$ cat src/rtc_pkg.sv
// Constants, types and register map of the reset trigger conduction block.
// Assumes one 100 MHz clock and a plain address/strobe register port.
// Overview of operation
// RL1 - trigger makes reset only if enabled and winning
// RL2 - every trigger maskable except power-on trigger
// RL3 - user triggers gated and typed by config registers
// RL4 - power triggers enabled by monitor/watchdog control bits
// RL5 - power resets assert asynchronously, no clock needed
// RL6 - user resets generated synchronously on system clock
// RL7 - reset types ranked priority one to five
// RL8 - any reset also activates all lower types
// RL9 - software reset by register bit or instruction
// RL10 - pin and internal triggers arbitrated before assertion
// RL11 - winning trigger asserts reset of its target group
// RL12 - several active reset phases in one conduction
// RL13 - hardware ramp-up follows power-class reset release
// RL14 - conduction ends with type-specific startup firmware
// RL15 - power reset restores base-mode clock and supply
// RL16 - user reset keeps clock and supply settings
// RL17 - power-on reset follows low level on pin
// RL18 - order: por, standby+core, core, internal, application
// RL19 - simultaneous triggers: highest type wins, rest cascade
`default_nettype none

package rtc_pkg;

   localparam int CLK_PERIOD_NS = 10;
   localparam int USER_ACT_NS = 100;
   localparam int USER_ACT_CYC = (USER_ACT_NS + CLK_PERIOD_NS - 1) / CLK_PERIOD_NS;
   localparam int PWR_REL_NS = 50;
   localparam int PWR_REL_CYC = (PWR_REL_NS + CLK_PERIOD_NS - 1) / CLK_PERIOD_NS;

   localparam int ADDR_W = 4;
   localparam int DATA_W = 16;
   localparam int NUM_PWR = 3;
   localparam int EXT_USER_TRIGS = 3;

   localparam logic [3:0] OFS_USER_CFG = 4'h0;
   localparam logic [3:0] OFS_MON_CTRL = 4'h1;
   localparam logic [3:0] OFS_WDOG_CTRL = 4'h2;
   localparam logic [3:0] OFS_SW_CTRL = 4'h3;
   localparam logic [3:0] OFS_STATUS = 4'h4;
   localparam logic [3:0] OFS_TRIG_SEEN = 4'h5;

   localparam int CFG_EN_BIT = 0;
   localparam int CFG_TYPE_BIT = 1;
   localparam int MON_STBY_EN_BIT = 0;
   localparam int MON_CORE_EN_BIT = 1;
   localparam int WDOG_EN_BIT = 0;
   localparam int SW_TRIG_BIT = 0;
   localparam int STAT_LAST_LSB = 0;
   localparam int STAT_CUR_LSB = 4;
   localparam int STAT_STATE_LSB = 8;
   localparam int SEEN_PWR_LSB = 0;
   localparam int SEEN_USER_LSB = 8;

   localparam logic [15:0] USER_CFG_RST = 16'h0000;
   localparam logic [15:0] MON_CTRL_RST = 16'h0003;
   localparam logic [15:0] WDOG_CTRL_RST = 16'h0001;

   typedef logic [2:0] rtc_level_t;
   localparam rtc_level_t LVL_NONE = 3'h0;
   localparam rtc_level_t LVL_POR = 3'h1;
   localparam rtc_level_t LVL_STBY = 3'h2;
   localparam rtc_level_t LVL_CORE = 3'h3;
   localparam rtc_level_t LVL_INTAPP = 3'h4;
   localparam rtc_level_t LVL_APP = 3'h5;

   typedef enum logic [4:0] {
      ST_IDLE = 5'h01,
      ST_PWR_ACT = 5'h02,
      ST_USER_ACT = 5'h04,
      ST_RAMP = 5'h08,
      ST_FIRM = 5'h10
   } rtc_state_t;

   typedef struct packed {
      logic porPinN;
      logic monStandbyFail;
      logic monCoreFail;
      logic wdogSupplyFail;
   } rtc_pwr_trig_t;

   typedef struct packed {
      logic start;
      rtc_level_t level;
   } rtc_fw_req_t;

endpackage

`default_nettype wire

$ cat src/rtc_pwr_rst_cell.sv
// One power-class reset output: set with no clock, released on the clock.
// Assumes the set input is a glitch-free level from supply monitors or pin.
`default_nettype none

module rtc_pwr_rst_cell #(
   parameter int HOLD_CYC = rtc_pkg::PWR_REL_CYC
) (
   input wire logic clk,
   input wire logic rst,
   input wire logic setIn,
   output logic rstOut
);

   localparam int CNT_W = $clog2(HOLD_CYC + 1);
   localparam logic [CNT_W-1:0] HOLD_LD = CNT_W'(HOLD_CYC);

   logic setAsync;
   logic [CNT_W-1:0] holdCnt_q;

   assign setAsync = rst | setIn;

   // assertion needs no clock edge; release waits a short hold so targets see
   // a clean edge once the trigger has gone
   always_ff @(posedge clk or posedge setAsync) begin
      if (setAsync) begin
         rstOut <= 1'b1; // RL5
         holdCnt_q <= HOLD_LD;
      end else if (holdCnt_q != '0) begin
         holdCnt_q <= holdCnt_q - 1'b1;
      end else begin
         rstOut <= 1'b0;
      end
   end

endmodule

`default_nettype wire

$ cat src/rtc_reset_ctrl.sv
// Reset trigger gating, arbitration and conduction sequencer.
// Assumes trigger inputs are levels; register port answers reads next cycle.
//
// The placing of the registers and the plain strobed port were chosen for this implementation.
`default_nettype none

module rtc_reset_ctrl #(
   parameter int USER_TRIGS = rtc_pkg::EXT_USER_TRIGS,
   parameter int USER_ACT_CYC = rtc_pkg::USER_ACT_CYC,
   parameter int PWR_HOLD_CYC = rtc_pkg::PWR_REL_CYC
) (
   input wire logic clk,
   input wire logic rst,
   input wire logic [rtc_pkg::ADDR_W-1:0] addr,
   input wire logic [rtc_pkg::DATA_W-1:0] wrData,
   input wire logic wrEn,
   input wire logic rdEn,
   output logic [rtc_pkg::DATA_W-1:0] rdData,
   input wire rtc_pkg::rtc_pwr_trig_t pwrTrig,
   input wire logic [USER_TRIGS-1:0] userTrig,
   input wire logic swResetInstr,
   input wire logic rampDone,
   input wire logic fwDone,
   output logic [rtc_pkg::NUM_PWR-1:0] pwrRst,
   output logic intAppRst,
   output logic appRst,
   output logic rampUpEn,
   output rtc_pkg::rtc_fw_req_t fwReq,
   output logic clkSupplyDefault,
   output logic clkCfgKeep
);

   localparam int ALL_TRIGS = USER_TRIGS + 1;
   localparam int CNT_W = $clog2(USER_ACT_CYC + 1);
   localparam logic [CNT_W-1:0] ACT_LD = CNT_W'(USER_ACT_CYC);

   // registers
   logic [15:0] userCfg_q;
   logic [15:0] monCtrl_q;
   logic [15:0] wdogCtrl_q;
   logic swReq_q;
   logic [3:0] pwrSeen_q;
   logic [ALL_TRIGS-1:0] userSeen_q;
   rtc_pkg::rtc_level_t lastLvl_q;

   // sequencer
   rtc_pkg::rtc_state_t stateQ;
   rtc_pkg::rtc_state_t stateD;
   rtc_pkg::rtc_level_t lvlQ;
   rtc_pkg::rtc_level_t lvlD;
   logic [CNT_W-1:0] cntQ;
   logic [CNT_W-1:0] cntD;

   // power reset path
   logic gateStby;
   logic gateCore;
   logic [rtc_pkg::NUM_PWR-1:0] pwrSet;
   logic [rtc_pkg::NUM_PWR-1:0] pwrMeta_q;
   logic [rtc_pkg::NUM_PWR-1:0] pwrSync_q;
   rtc_pkg::rtc_level_t pwrHigh;

   // user arbitration
   logic [ALL_TRIGS-1:0] allTrig;
   logic [ALL_TRIGS-1:0] reqInt;
   logic [ALL_TRIGS-1:0] reqApp;
   rtc_pkg::rtc_level_t userLvl;

   logic wrUserCfg;
   logic wrMonCtrl;
   logic wrWdogCtrl;
   logic wrSw;
   logic wrSeen;
   logic userTaken;
   logic fwEntry;
   logic pwrCfgClear;

   assign wrUserCfg = wrEn && (addr == rtc_pkg::OFS_USER_CFG);
   assign wrMonCtrl = wrEn && (addr == rtc_pkg::OFS_MON_CTRL);
   assign wrWdogCtrl = wrEn && (addr == rtc_pkg::OFS_WDOG_CTRL);
   assign wrSw = wrEn && (addr == rtc_pkg::OFS_SW_CTRL);
   assign wrSeen = wrEn && (addr == rtc_pkg::OFS_TRIG_SEEN);

   // ---------------------------------------------------------------
   // power-class triggers: gating is combinational so the reset can
   // reach its target while the clock is stopped
   // ---------------------------------------------------------------
   assign gateStby = (pwrTrig.monStandbyFail && monCtrl_q[rtc_pkg::MON_STBY_EN_BIT])
      || (pwrTrig.wdogSupplyFail && wdogCtrl_q[rtc_pkg::WDOG_EN_BIT]); // RL4
   assign gateCore = pwrTrig.monCoreFail && monCtrl_q[rtc_pkg::MON_CORE_EN_BIT]; // RL4

   // power-on pin is never gated by any register bit
   assign pwrSet[0] = !pwrTrig.porPinN; // RL2 RL17
   // each level also fires for every higher-ranked trigger
   assign pwrSet[1] = pwrSet[0] || gateStby; // RL8
   assign pwrSet[2] = pwrSet[1] || gateCore; // RL8

   genvar gp;
   generate
      for (gp = 0; gp < rtc_pkg::NUM_PWR; gp++) begin : g_pwr
         rtc_pwr_rst_cell #(
            .HOLD_CYC(PWR_HOLD_CYC)
         ) u_cell (
            .clk(clk),
            .rst(rst),
            .setIn(pwrSet[gp]),
            .rstOut(pwrRst[gp])
         ); // RL5 RL11
      end
   endgenerate

   // bring the asynchronous power resets into the sequencer's domain
   always_ff @(posedge clk or posedge rst) begin
      if (rst) begin
         pwrMeta_q <= '0;
         pwrSync_q <= '0;
      end else begin
         pwrMeta_q <= pwrRst;
         pwrSync_q <= pwrMeta_q;
      end
   end

   // cascade means a lower index implies all higher ones
   always_comb begin
      if (pwrSync_q[0]) begin
         pwrHigh = rtc_pkg::LVL_POR; // RL18
      end else if (pwrSync_q[1]) begin
         pwrHigh = rtc_pkg::LVL_STBY; // RL18
      end else if (pwrSync_q[2]) begin
         pwrHigh = rtc_pkg::LVL_CORE; // RL18
      end else begin
         pwrHigh = rtc_pkg::LVL_NONE;
      end
   end

   // ---------------------------------------------------------------
   // user-class triggers: index 0 is software, the rest are inputs
   // ---------------------------------------------------------------
   assign allTrig = {userTrig, swReq_q}; // RL9 RL10

   genvar gu;
   generate
      for (gu = 0; gu < ALL_TRIGS; gu++) begin : g_user
         logic en;
         logic typeInt;
         assign en = userCfg_q[2 * gu + rtc_pkg::CFG_EN_BIT];
         assign typeInt = userCfg_q[2 * gu + rtc_pkg::CFG_TYPE_BIT];
         assign reqInt[gu] = allTrig[gu] && en && typeInt; // RL1 RL3
         assign reqApp[gu] = allTrig[gu] && en && !typeInt; // RL1 RL3
      end
   endgenerate

   always_comb begin
      if (|reqInt) begin
         userLvl = rtc_pkg::LVL_INTAPP; // RL19
      end else if (|reqApp) begin
         userLvl = rtc_pkg::LVL_APP; // RL19
      end else begin
         userLvl = rtc_pkg::LVL_NONE;
      end
   end

   // ---------------------------------------------------------------
   // conduction sequencer
   // ---------------------------------------------------------------
   always_comb begin
      stateD = stateQ;
      lvlD = lvlQ;
      cntD = cntQ;
      if (pwrHigh != rtc_pkg::LVL_NONE) begin
         // power resets pre-empt any phase, a higher one raises the level
         stateD = rtc_pkg::ST_PWR_ACT; // RL7 RL19
         if (stateQ != rtc_pkg::ST_PWR_ACT || pwrHigh < lvlQ) begin
            lvlD = pwrHigh;
         end
      end else begin
         unique case (stateQ)
            rtc_pkg::ST_IDLE: begin
               if (userLvl != rtc_pkg::LVL_NONE) begin
                  stateD = rtc_pkg::ST_USER_ACT; // RL10 RL11
                  lvlD = userLvl;
                  cntD = ACT_LD;
               end
            end
            rtc_pkg::ST_PWR_ACT: begin
               // second active phase: user resets outlast the power one
               stateD = rtc_pkg::ST_USER_ACT; // RL12
               cntD = ACT_LD;
            end
            rtc_pkg::ST_USER_ACT: begin
               if (cntQ == '0) begin
                  stateD = rtc_pkg::ST_RAMP;
               end else begin
                  cntD = cntQ - 1'b1;
               end
            end
            rtc_pkg::ST_RAMP: begin
               if (lvlQ > rtc_pkg::LVL_CORE || rampDone) begin
                  stateD = rtc_pkg::ST_FIRM; // RL13
               end
            end
            rtc_pkg::ST_FIRM: begin
               if (fwDone) begin
                  stateD = rtc_pkg::ST_IDLE; // RL14
               end
            end
            default: begin
               stateD = rtc_pkg::ST_IDLE;
            end
         endcase
      end
   end

   always_ff @(posedge clk or posedge rst) begin
      if (rst) begin
         stateQ <= rtc_pkg::ST_IDLE;
         lvlQ <= rtc_pkg::LVL_NONE;
         cntQ <= '0;
      end else begin
         stateQ <= stateD;
         lvlQ <= lvlD;
         cntQ <= cntD;
      end
   end

   assign userTaken = (stateQ == rtc_pkg::ST_IDLE) && (stateD == rtc_pkg::ST_USER_ACT);
   assign fwEntry = (stateD == rtc_pkg::ST_FIRM) && (stateQ != rtc_pkg::ST_FIRM);
   // settings live in the standby domain, so only its resets wipe them
   assign pwrCfgClear = (stateQ == rtc_pkg::ST_PWR_ACT) && (lvlQ <= rtc_pkg::LVL_STBY);

   // ---------------------------------------------------------------
   // user reset outputs, clocked by design: no clock means no user reset
   // ---------------------------------------------------------------
   always_ff @(posedge clk or posedge rst) begin
      if (rst) begin
         intAppRst <= 1'b1;
         appRst <= 1'b1;
      end else begin
         intAppRst <= (stateD == rtc_pkg::ST_PWR_ACT)
            || (stateD == rtc_pkg::ST_USER_ACT && lvlD <= rtc_pkg::LVL_INTAPP); // RL6 RL8
         appRst <= (stateD == rtc_pkg::ST_PWR_ACT)
            || (stateD == rtc_pkg::ST_USER_ACT); // RL6 RL8
      end
   end

   // hardware ramp-up after power-class resets only
   always_ff @(posedge clk or posedge rst) begin
      if (rst) begin
         rampUpEn <= 1'b0;
      end else begin
         rampUpEn <= (stateD == rtc_pkg::ST_RAMP) && (lvlD <= rtc_pkg::LVL_CORE); // RL13
      end
   end

   // firmware hand-off and clock/supply treatment
   always_ff @(posedge clk or posedge rst) begin
      if (rst) begin
         fwReq <= '0;
         clkSupplyDefault <= 1'b0;
         clkCfgKeep <= 1'b0;
      end else begin
         fwReq.start <= fwEntry; // RL14
         if (fwEntry) begin
            fwReq.level <= lvlD;
         end
         clkSupplyDefault <= fwEntry && (lvlD <= rtc_pkg::LVL_CORE); // RL15
         // held across the whole user conduction so firmware leaves
         // clock and supply untouched
         clkCfgKeep <= (stateD != rtc_pkg::ST_IDLE)
            && (stateD != rtc_pkg::ST_PWR_ACT)
            && (lvlD >= rtc_pkg::LVL_INTAPP); // RL16
      end
   end

   always_ff @(posedge clk or posedge rst) begin
      if (rst) begin
         lastLvl_q <= rtc_pkg::LVL_NONE;
      end else if (stateQ == rtc_pkg::ST_FIRM && fwDone && pwrHigh == rtc_pkg::LVL_NONE) begin
         lastLvl_q <= lvlQ;
      end
   end

   // ---------------------------------------------------------------
   // software-visible registers
   // ---------------------------------------------------------------
   always_ff @(posedge clk or posedge rst) begin
      if (rst) begin
         userCfg_q <= rtc_pkg::USER_CFG_RST;
      end else if (pwrCfgClear) begin
         userCfg_q <= rtc_pkg::USER_CFG_RST;
      end else if (wrUserCfg) begin
         userCfg_q <= wrData; // RL3
      end
   end

   always_ff @(posedge clk or posedge rst) begin
      if (rst) begin
         monCtrl_q <= rtc_pkg::MON_CTRL_RST;
         wdogCtrl_q <= rtc_pkg::WDOG_CTRL_RST;
      end else if (pwrCfgClear) begin
         monCtrl_q <= rtc_pkg::MON_CTRL_RST;
         wdogCtrl_q <= rtc_pkg::WDOG_CTRL_RST;
      end else begin
         if (wrMonCtrl) begin
            monCtrl_q <= wrData; // RL4
         end
         if (wrWdogCtrl) begin
            wdogCtrl_q <= wrData; // RL4
         end
      end
   end

   // software request stays pending until the arbiter takes it; a new
   // request in the taking cycle wins over the clear
   always_ff @(posedge clk or posedge rst) begin
      if (rst) begin
         swReq_q <= 1'b0;
      end else if ((wrSw && wrData[rtc_pkg::SW_TRIG_BIT]) || swResetInstr) begin
         swReq_q <= 1'b1; // RL9
      end else if (userTaken) begin
         swReq_q <= 1'b0;
      end
   end

   // trigger events are logged whether or not they are enabled, which
   // lets software tell a masked trigger from one that reset the part
   always_ff @(posedge clk or posedge rst) begin
      if (rst) begin
         pwrSeen_q <= '0;
         userSeen_q <= '0;
      end else begin
         for (int i = 0; i < 4; i++) begin
            if (pwrTrig[3 - i] ^ (i == 0)) begin
               pwrSeen_q[i] <= 1'b1; // RL1
            end else if (wrSeen && wrData[rtc_pkg::SEEN_PWR_LSB + i]) begin
               pwrSeen_q[i] <= 1'b0;
            end
         end
         for (int j = 0; j < ALL_TRIGS; j++) begin
            if (allTrig[j]) begin
               userSeen_q[j] <= 1'b1; // RL1
            end else if (wrSeen && wrData[rtc_pkg::SEEN_USER_LSB + j]) begin
               userSeen_q[j] <= 1'b0;
            end
         end
      end
   end

   // read data stands only in the cycle after the read strobe
   always_ff @(posedge clk or posedge rst) begin
      if (rst) begin
         rdData <= '0;
      end else if (rdEn) begin
         unique case (addr)
            rtc_pkg::OFS_USER_CFG: rdData <= userCfg_q;
            rtc_pkg::OFS_MON_CTRL: rdData <= monCtrl_q;
            rtc_pkg::OFS_WDOG_CTRL: rdData <= wdogCtrl_q;
            rtc_pkg::OFS_SW_CTRL: rdData <= {15'h0000, swReq_q};
            rtc_pkg::OFS_STATUS: begin
               rdData <= '0;
               rdData[rtc_pkg::STAT_LAST_LSB +: 3] <= lastLvl_q;
               rdData[rtc_pkg::STAT_CUR_LSB +: 3] <= lvlQ;
               rdData[rtc_pkg::STAT_STATE_LSB +: 5] <= stateQ;
            end
            rtc_pkg::OFS_TRIG_SEEN: begin
               rdData <= '0;
               rdData[rtc_pkg::SEEN_PWR_LSB +: 4] <= pwrSeen_q;
               rdData[rtc_pkg::SEEN_USER_LSB +: ALL_TRIGS] <= userSeen_q;
            end
            default: rdData <= '0;
         endcase
      end else begin
         rdData <= '0;
      end
   end

endmodule

`default_nettype wire

$ cat config.mk
export PLATFORM = sky130hd
export DESIGN_NAME = rtc_reset_ctrl
export DESIGN_NICKNAME = d
export VERILOG_FILES = /design/src/rtc_pkg.sv /design/src/rtc_pwr_rst_cell.sv /design/src/rtc_reset_ctrl.sv
export SDC_FILE = /design/constraint.sdc
export NUM_CORES = 1
export LEC_CHECK = 0
export BUFFER_PORTS_ARGS = -buffer_cell sky130_fd_sc_hd__clkbuf_2
export CAP_MARGIN = 20
export CORE_MARGIN = 2
export CORE_UTILIZATION = 58
export CTS_CLUSTER_DIAMETER = 40
export CTS_CLUSTER_SIZE = 25
export DETAILED_ROUTE_END_ITERATION = 10
export GPL_TIMING_DRIVEN = 0
export PLACE_DENSITY = 0.85
export SETUP_SLACK_MARGIN = 0.3
export SYNTH_ARGS = -nofsm -noshare
export SYNTH_HDL_FRONTEND = slang
export SYNTH_SLANG_ARGS = --single-unit
$ cat constraint.sdc
create_clock -name clk -period 3.35 [get_ports clk]
set_input_delay 0.1675 -clock clk [delete_from_list [all_inputs] [get_ports clk]]
set_output_delay 0.1675 -clock clk [all_outputs]
set_load 0.005 [all_outputs]
==> impl_metrics.env <==
export IMPL_setup_reg_to_reg_worst_slack_ns=0.92
export IMPL_worstReg2RegEnd="swReq_q"
export IMPL_cts_made_buffers=17
export IMPL_1st_pass_router_iterations=6
export IMPL_finalWirelength_um=13750
export IMPL_area_taken_by_multi_input_logic_gates_um2=2052
export IMPL_nFillCells=552
export IMPL_grt_pass1_wl_um=22640
export IMPL_synth_cell_area_um2=5132
export IMPL_placed_cells=685
export IMPL_regArea_um2=2897
export IMPL_worstHoldPathType="in2reg"
export IMPL_drv_max_cap_violation_count=0
export IMPL_areaGrowthSynthToFinish_pct=26.55
export IMPL_yosys_warnings=0
export IMPL_worstPathCellList="or2_1 -> a2111oi_2 -> a211oi_1 -> a211oi_4 -> nand2_2 -> a211o_1"
export IMPL_vias=4563
export IMPL_postSynthRegisterBits=115
export IMPL_timing_critical_path_max_delay_family="compound AO/OA/AOI/OAI gates"
export IMPL_rsz0062_at_grt="no"
export IMPL_p_int_mw=2.996
export IMPL_cts_htree_levels=4
export IMPL_cp_end_kind="register"
export IMPL_drt_drc_violations_left=0
export IMPL_floorplan_rows=34
export IMPL_antenna_diode_count=0
export IMPL_clock_sinks=115
export IMPL_critPathKind="reg2reg"
export IMPL_worst_slew_pin_transition_ns=1.207
export IMPL_place_ws_ns=0.9670
export IMPL_layout_drive_gt1_share_pct=21.16
export IMPL_number_of_flops_mapped_to_enable_cells_by_yosys=0
export IMPL_synth_flop_cell="sky130_fd_sc_hd__dfrtp_1"
export IMPL_initial_core_util_pct=59.43
export IMPL_worstHoldPathCells=4
export IMPL_place_gp_congestion=0.9020
export IMPL_clock_skew_ns=0.007908
export IMPL_drt_iter0_markers=540
export IMPL_buf_inv_on_cp=0
export IMPL_layout_commonest_cell="sky130_fd_sc_hd__nand2_1"
export IMPL_ir_drop_v=0.0004222
export IMPL_worstSetupStartpointType="register"
export IMPL_via_per_inst=6.117
export IMPL_dp_final_hpwl_um=8970
export IMPL_nets=668
export IMPL_cp_data_arrival_time_ns=2.84
export IMPL_layout_setup_ws_ns=0.9219
export IMPL_groute_usage_overall_pct=30.22
export IMPL_pwr_share_comb_pct=14.5
export IMPL_final_instance_count_excl_fill=746
export IMPL_crit_fanout=10
export IMPL_cts_root_buf="sky130_fd_sc_hd__clkbuf_8"
export IMPL_tritoncts="done"
export IMPL_clk_transition_reported_paths_ns=0.06
export IMPL_antenna_found_initial=0
export IMPL_slew_viol_final=0
export IMPL_cts_root_to_sink_buffers=2
export IMPL_worstRegToRegCells=6
export IMPL_cellLeakagePower_nw=2.922
export IMPL_ys_seq_area_share_pct=56.44
export IMPL_totalNegativeSetupSlack_ns=0
export IMPL_die_height_um=98.07
export IMPL_holdCritStartpoint="rampDone"
export IMPL_swShare_pct=28.14
export IMPL_clock_power_share_pct=44.5
export IMPL_timing_final_hold_violations=0
export IMPL_gr_ovfl_total=0
export IMPL_syn_instance_count=516
export IMPL_fmax_ghz=0.4118
export IMPL_final_cell_mix="sky130_fd_sc_hd__nand2_1 (123), sky130_fd_sc_hd__dfrtp_1 (100), sky130_fd_sc_hd__a21oi_1 (67), sky130_fd_sc_hd__clkbuf_2 (60), sky130_fd_sc_hd__dlygate4sd3_1 (29)"
export IMPL_switching_power_mw=1.173
export IMPL_design_portCount=62
export IMPL_outcome="finished, final reports clean"
export IMPL_worst_rel_slew_slack_pct=19.34
export IMPL_detail_route_antenna_nets=0
export IMPL_first_global_vias=4669
export IMPL_pin_count_of_the_biggest_net_entering_global_routing=72
export IMPL_hold_end="stateQ[3]"
export IMPL_cp_slowest_stage_delay_ns=0.48
export IMPL_clk_latency_ns=0.53
export IMPL_power_density_nw_per_um2=641.9
export IMPL_syn_area_per_cell_um2=9.947
export IMPL_syn_num_nets=559
export IMPL_place_port_buffers=60
export IMPL_coreArea_um2=8636
export IMPL_req_time_crit_path_ns=3.76
export IMPL_seq_power_share_pct=40.9
export IMPL_yosys_cell_types_count=54
export IMPL_critical_path_slowest_cell="sky130_fd_sc_hd__a2111oi_2"
export IMPL_async_flop_share_pct=100.0
export IMPL_holdWs_ns=0.009385
export IMPL_finalCriticalPeriod_ns=2.428
export IMPL_timing_final_crit_share_pct=72.48
export IMPL_die_area_um2=9618
export IMPL_reg2reg_from="stateQ[3]"
export IMPL_setup_viol=0
export IMPL_chipWidth_um=98.07
export IMPL_wl_per_cell_um=18.43
## synth_stat cells (all sizes together), types with 3 or more instances
cell	instances	area, µm²
nand2	124	468.0
dfrtp	100	2502
a21oi	67	335.3
nor2	23	86.33
a22oi	18	135.1
clkbuf	17	63.81
dfstp	15	394.1
inv	13	48.80
nand3	13	65.06
a222oi	11	110.1
buf	11	71.32
a21o	10	75.07
and2	9	56.30
ha	9	112.6
mux2	8	90.09
nor3	7	35.03
o21ai	7	35.03
nand2b	6	37.54
nand3b	5	37.54
nor2b	3	18.77
o22ai	3	18.77
xnor2	3	26.28
## metrics by stage
| stage | power (mW) | area [µm²] | utilization (%) |
|---|---|---|---|
| floorplan | 2.105 | 5132 | - |
| global placement | 2.253 | 5568 | 64.47 |
| detailed placement | 2.290 | 5598 | 64.82 |
| CTS | 4.161 | 6495 | 75.21 |
| global route | 4.341 | 6495 | 75.21 |
| finish | 4.169 | 6495 | 75.21 |
## cell type report
cell class / count / area share (%)
plain buffers: 28 / 2.081
clock buffers: 17 / 6.376
clock inverters: 15 / 2.967
inverters: 13 / 0.7898
multi-input cells: 360 / 31.59
flip-flops and latches: 115 / 44.60
well taps: 108 / 2.081
repair buffers: 90 / 9.516
## logic make-up (layout without fill, tap and decap cells)
logic type,count (synthesis),after routing,share of synthesized area (%)
AO/OA/AOI/OAI,136,136,17.41
XOR/XNOR,4,4,0.6827
adder cells (fa/ha/maj),9,9,2.194
buffers and inverters,41,163,3.584
flip-flops,115,115,56.44
multiplexers,9,9,1.950
AND/OR/NAND/NOR,202,202,17.75
## metal layers
layer | part of all wire, % | routed length (µm) | track usage [%] | up-vias
met5 | 0 | 0 | 0 | -
li1 | - | - | - | 2027
met2 | 50 | 6859 | 49.42 | 269
met1 | 38 | 5178 | 37.40 | 2220
met4 | 3.5 | 479 | 14.96 | 0
met3 | 9.0 | 1234 | 7.946 | 47
## how the worst max path moves through the flow
stage / from / to / slack [ns] / cells past startpoint
after detailed placement: addr[1] / monCtrl_q[3] / 0.97 / 7
after floorplan: rst / clkCfgKeep / 0.49 / 1
after global placement: rst / rdData[14] / -0.54 / 2
after global routing: stateQ[3] / swReq_q / 0.83 / 6
final: stateQ[3] / swReq_q / 0.92 / 6
after CTS: stateQ[3] / swReq_q / 0.94 / 6
## sequential cells by signal (all words and copies together) (netlist names), 5 cells and up
signal                  cells
g_pwr.u_cell.holdCnt_q      9
stateQ                      5
rdData                     16
userCfg_q                  16
wdogCtrl_q                 16
monCtrl_q                  16
## power by group through the flow
stage	registers, mW	logic (mW)	clock network [mW]
after floorplan	1.69	0.418	0
after global placement	1.71	0.538	0
after detailed placement	1.72	0.568	0
after CTS	1.70	0.601	1.86
after global routing	1.72	0.679	1.94
final	1.71	0.606	1.86
## tightest hold or removal path: stages
cell	delay [ns]
sky130_fd_sc_hd__clkbuf_2	0.08
sky130_fd_sc_hd__nor2_1	0.05
sky130_fd_sc_hd__nand3_1	0.10
sky130_fd_sc_hd__a21oi_1	0.08
## timing repair
action / in CTS / in global routing
hold buffers: 29 / 0
resized for setup: 0 / 0
setup buffers: 0 / 0
hold endpoints to repair: 96 / 0
No activity file was read; power rests on OpenSTA's default activity.
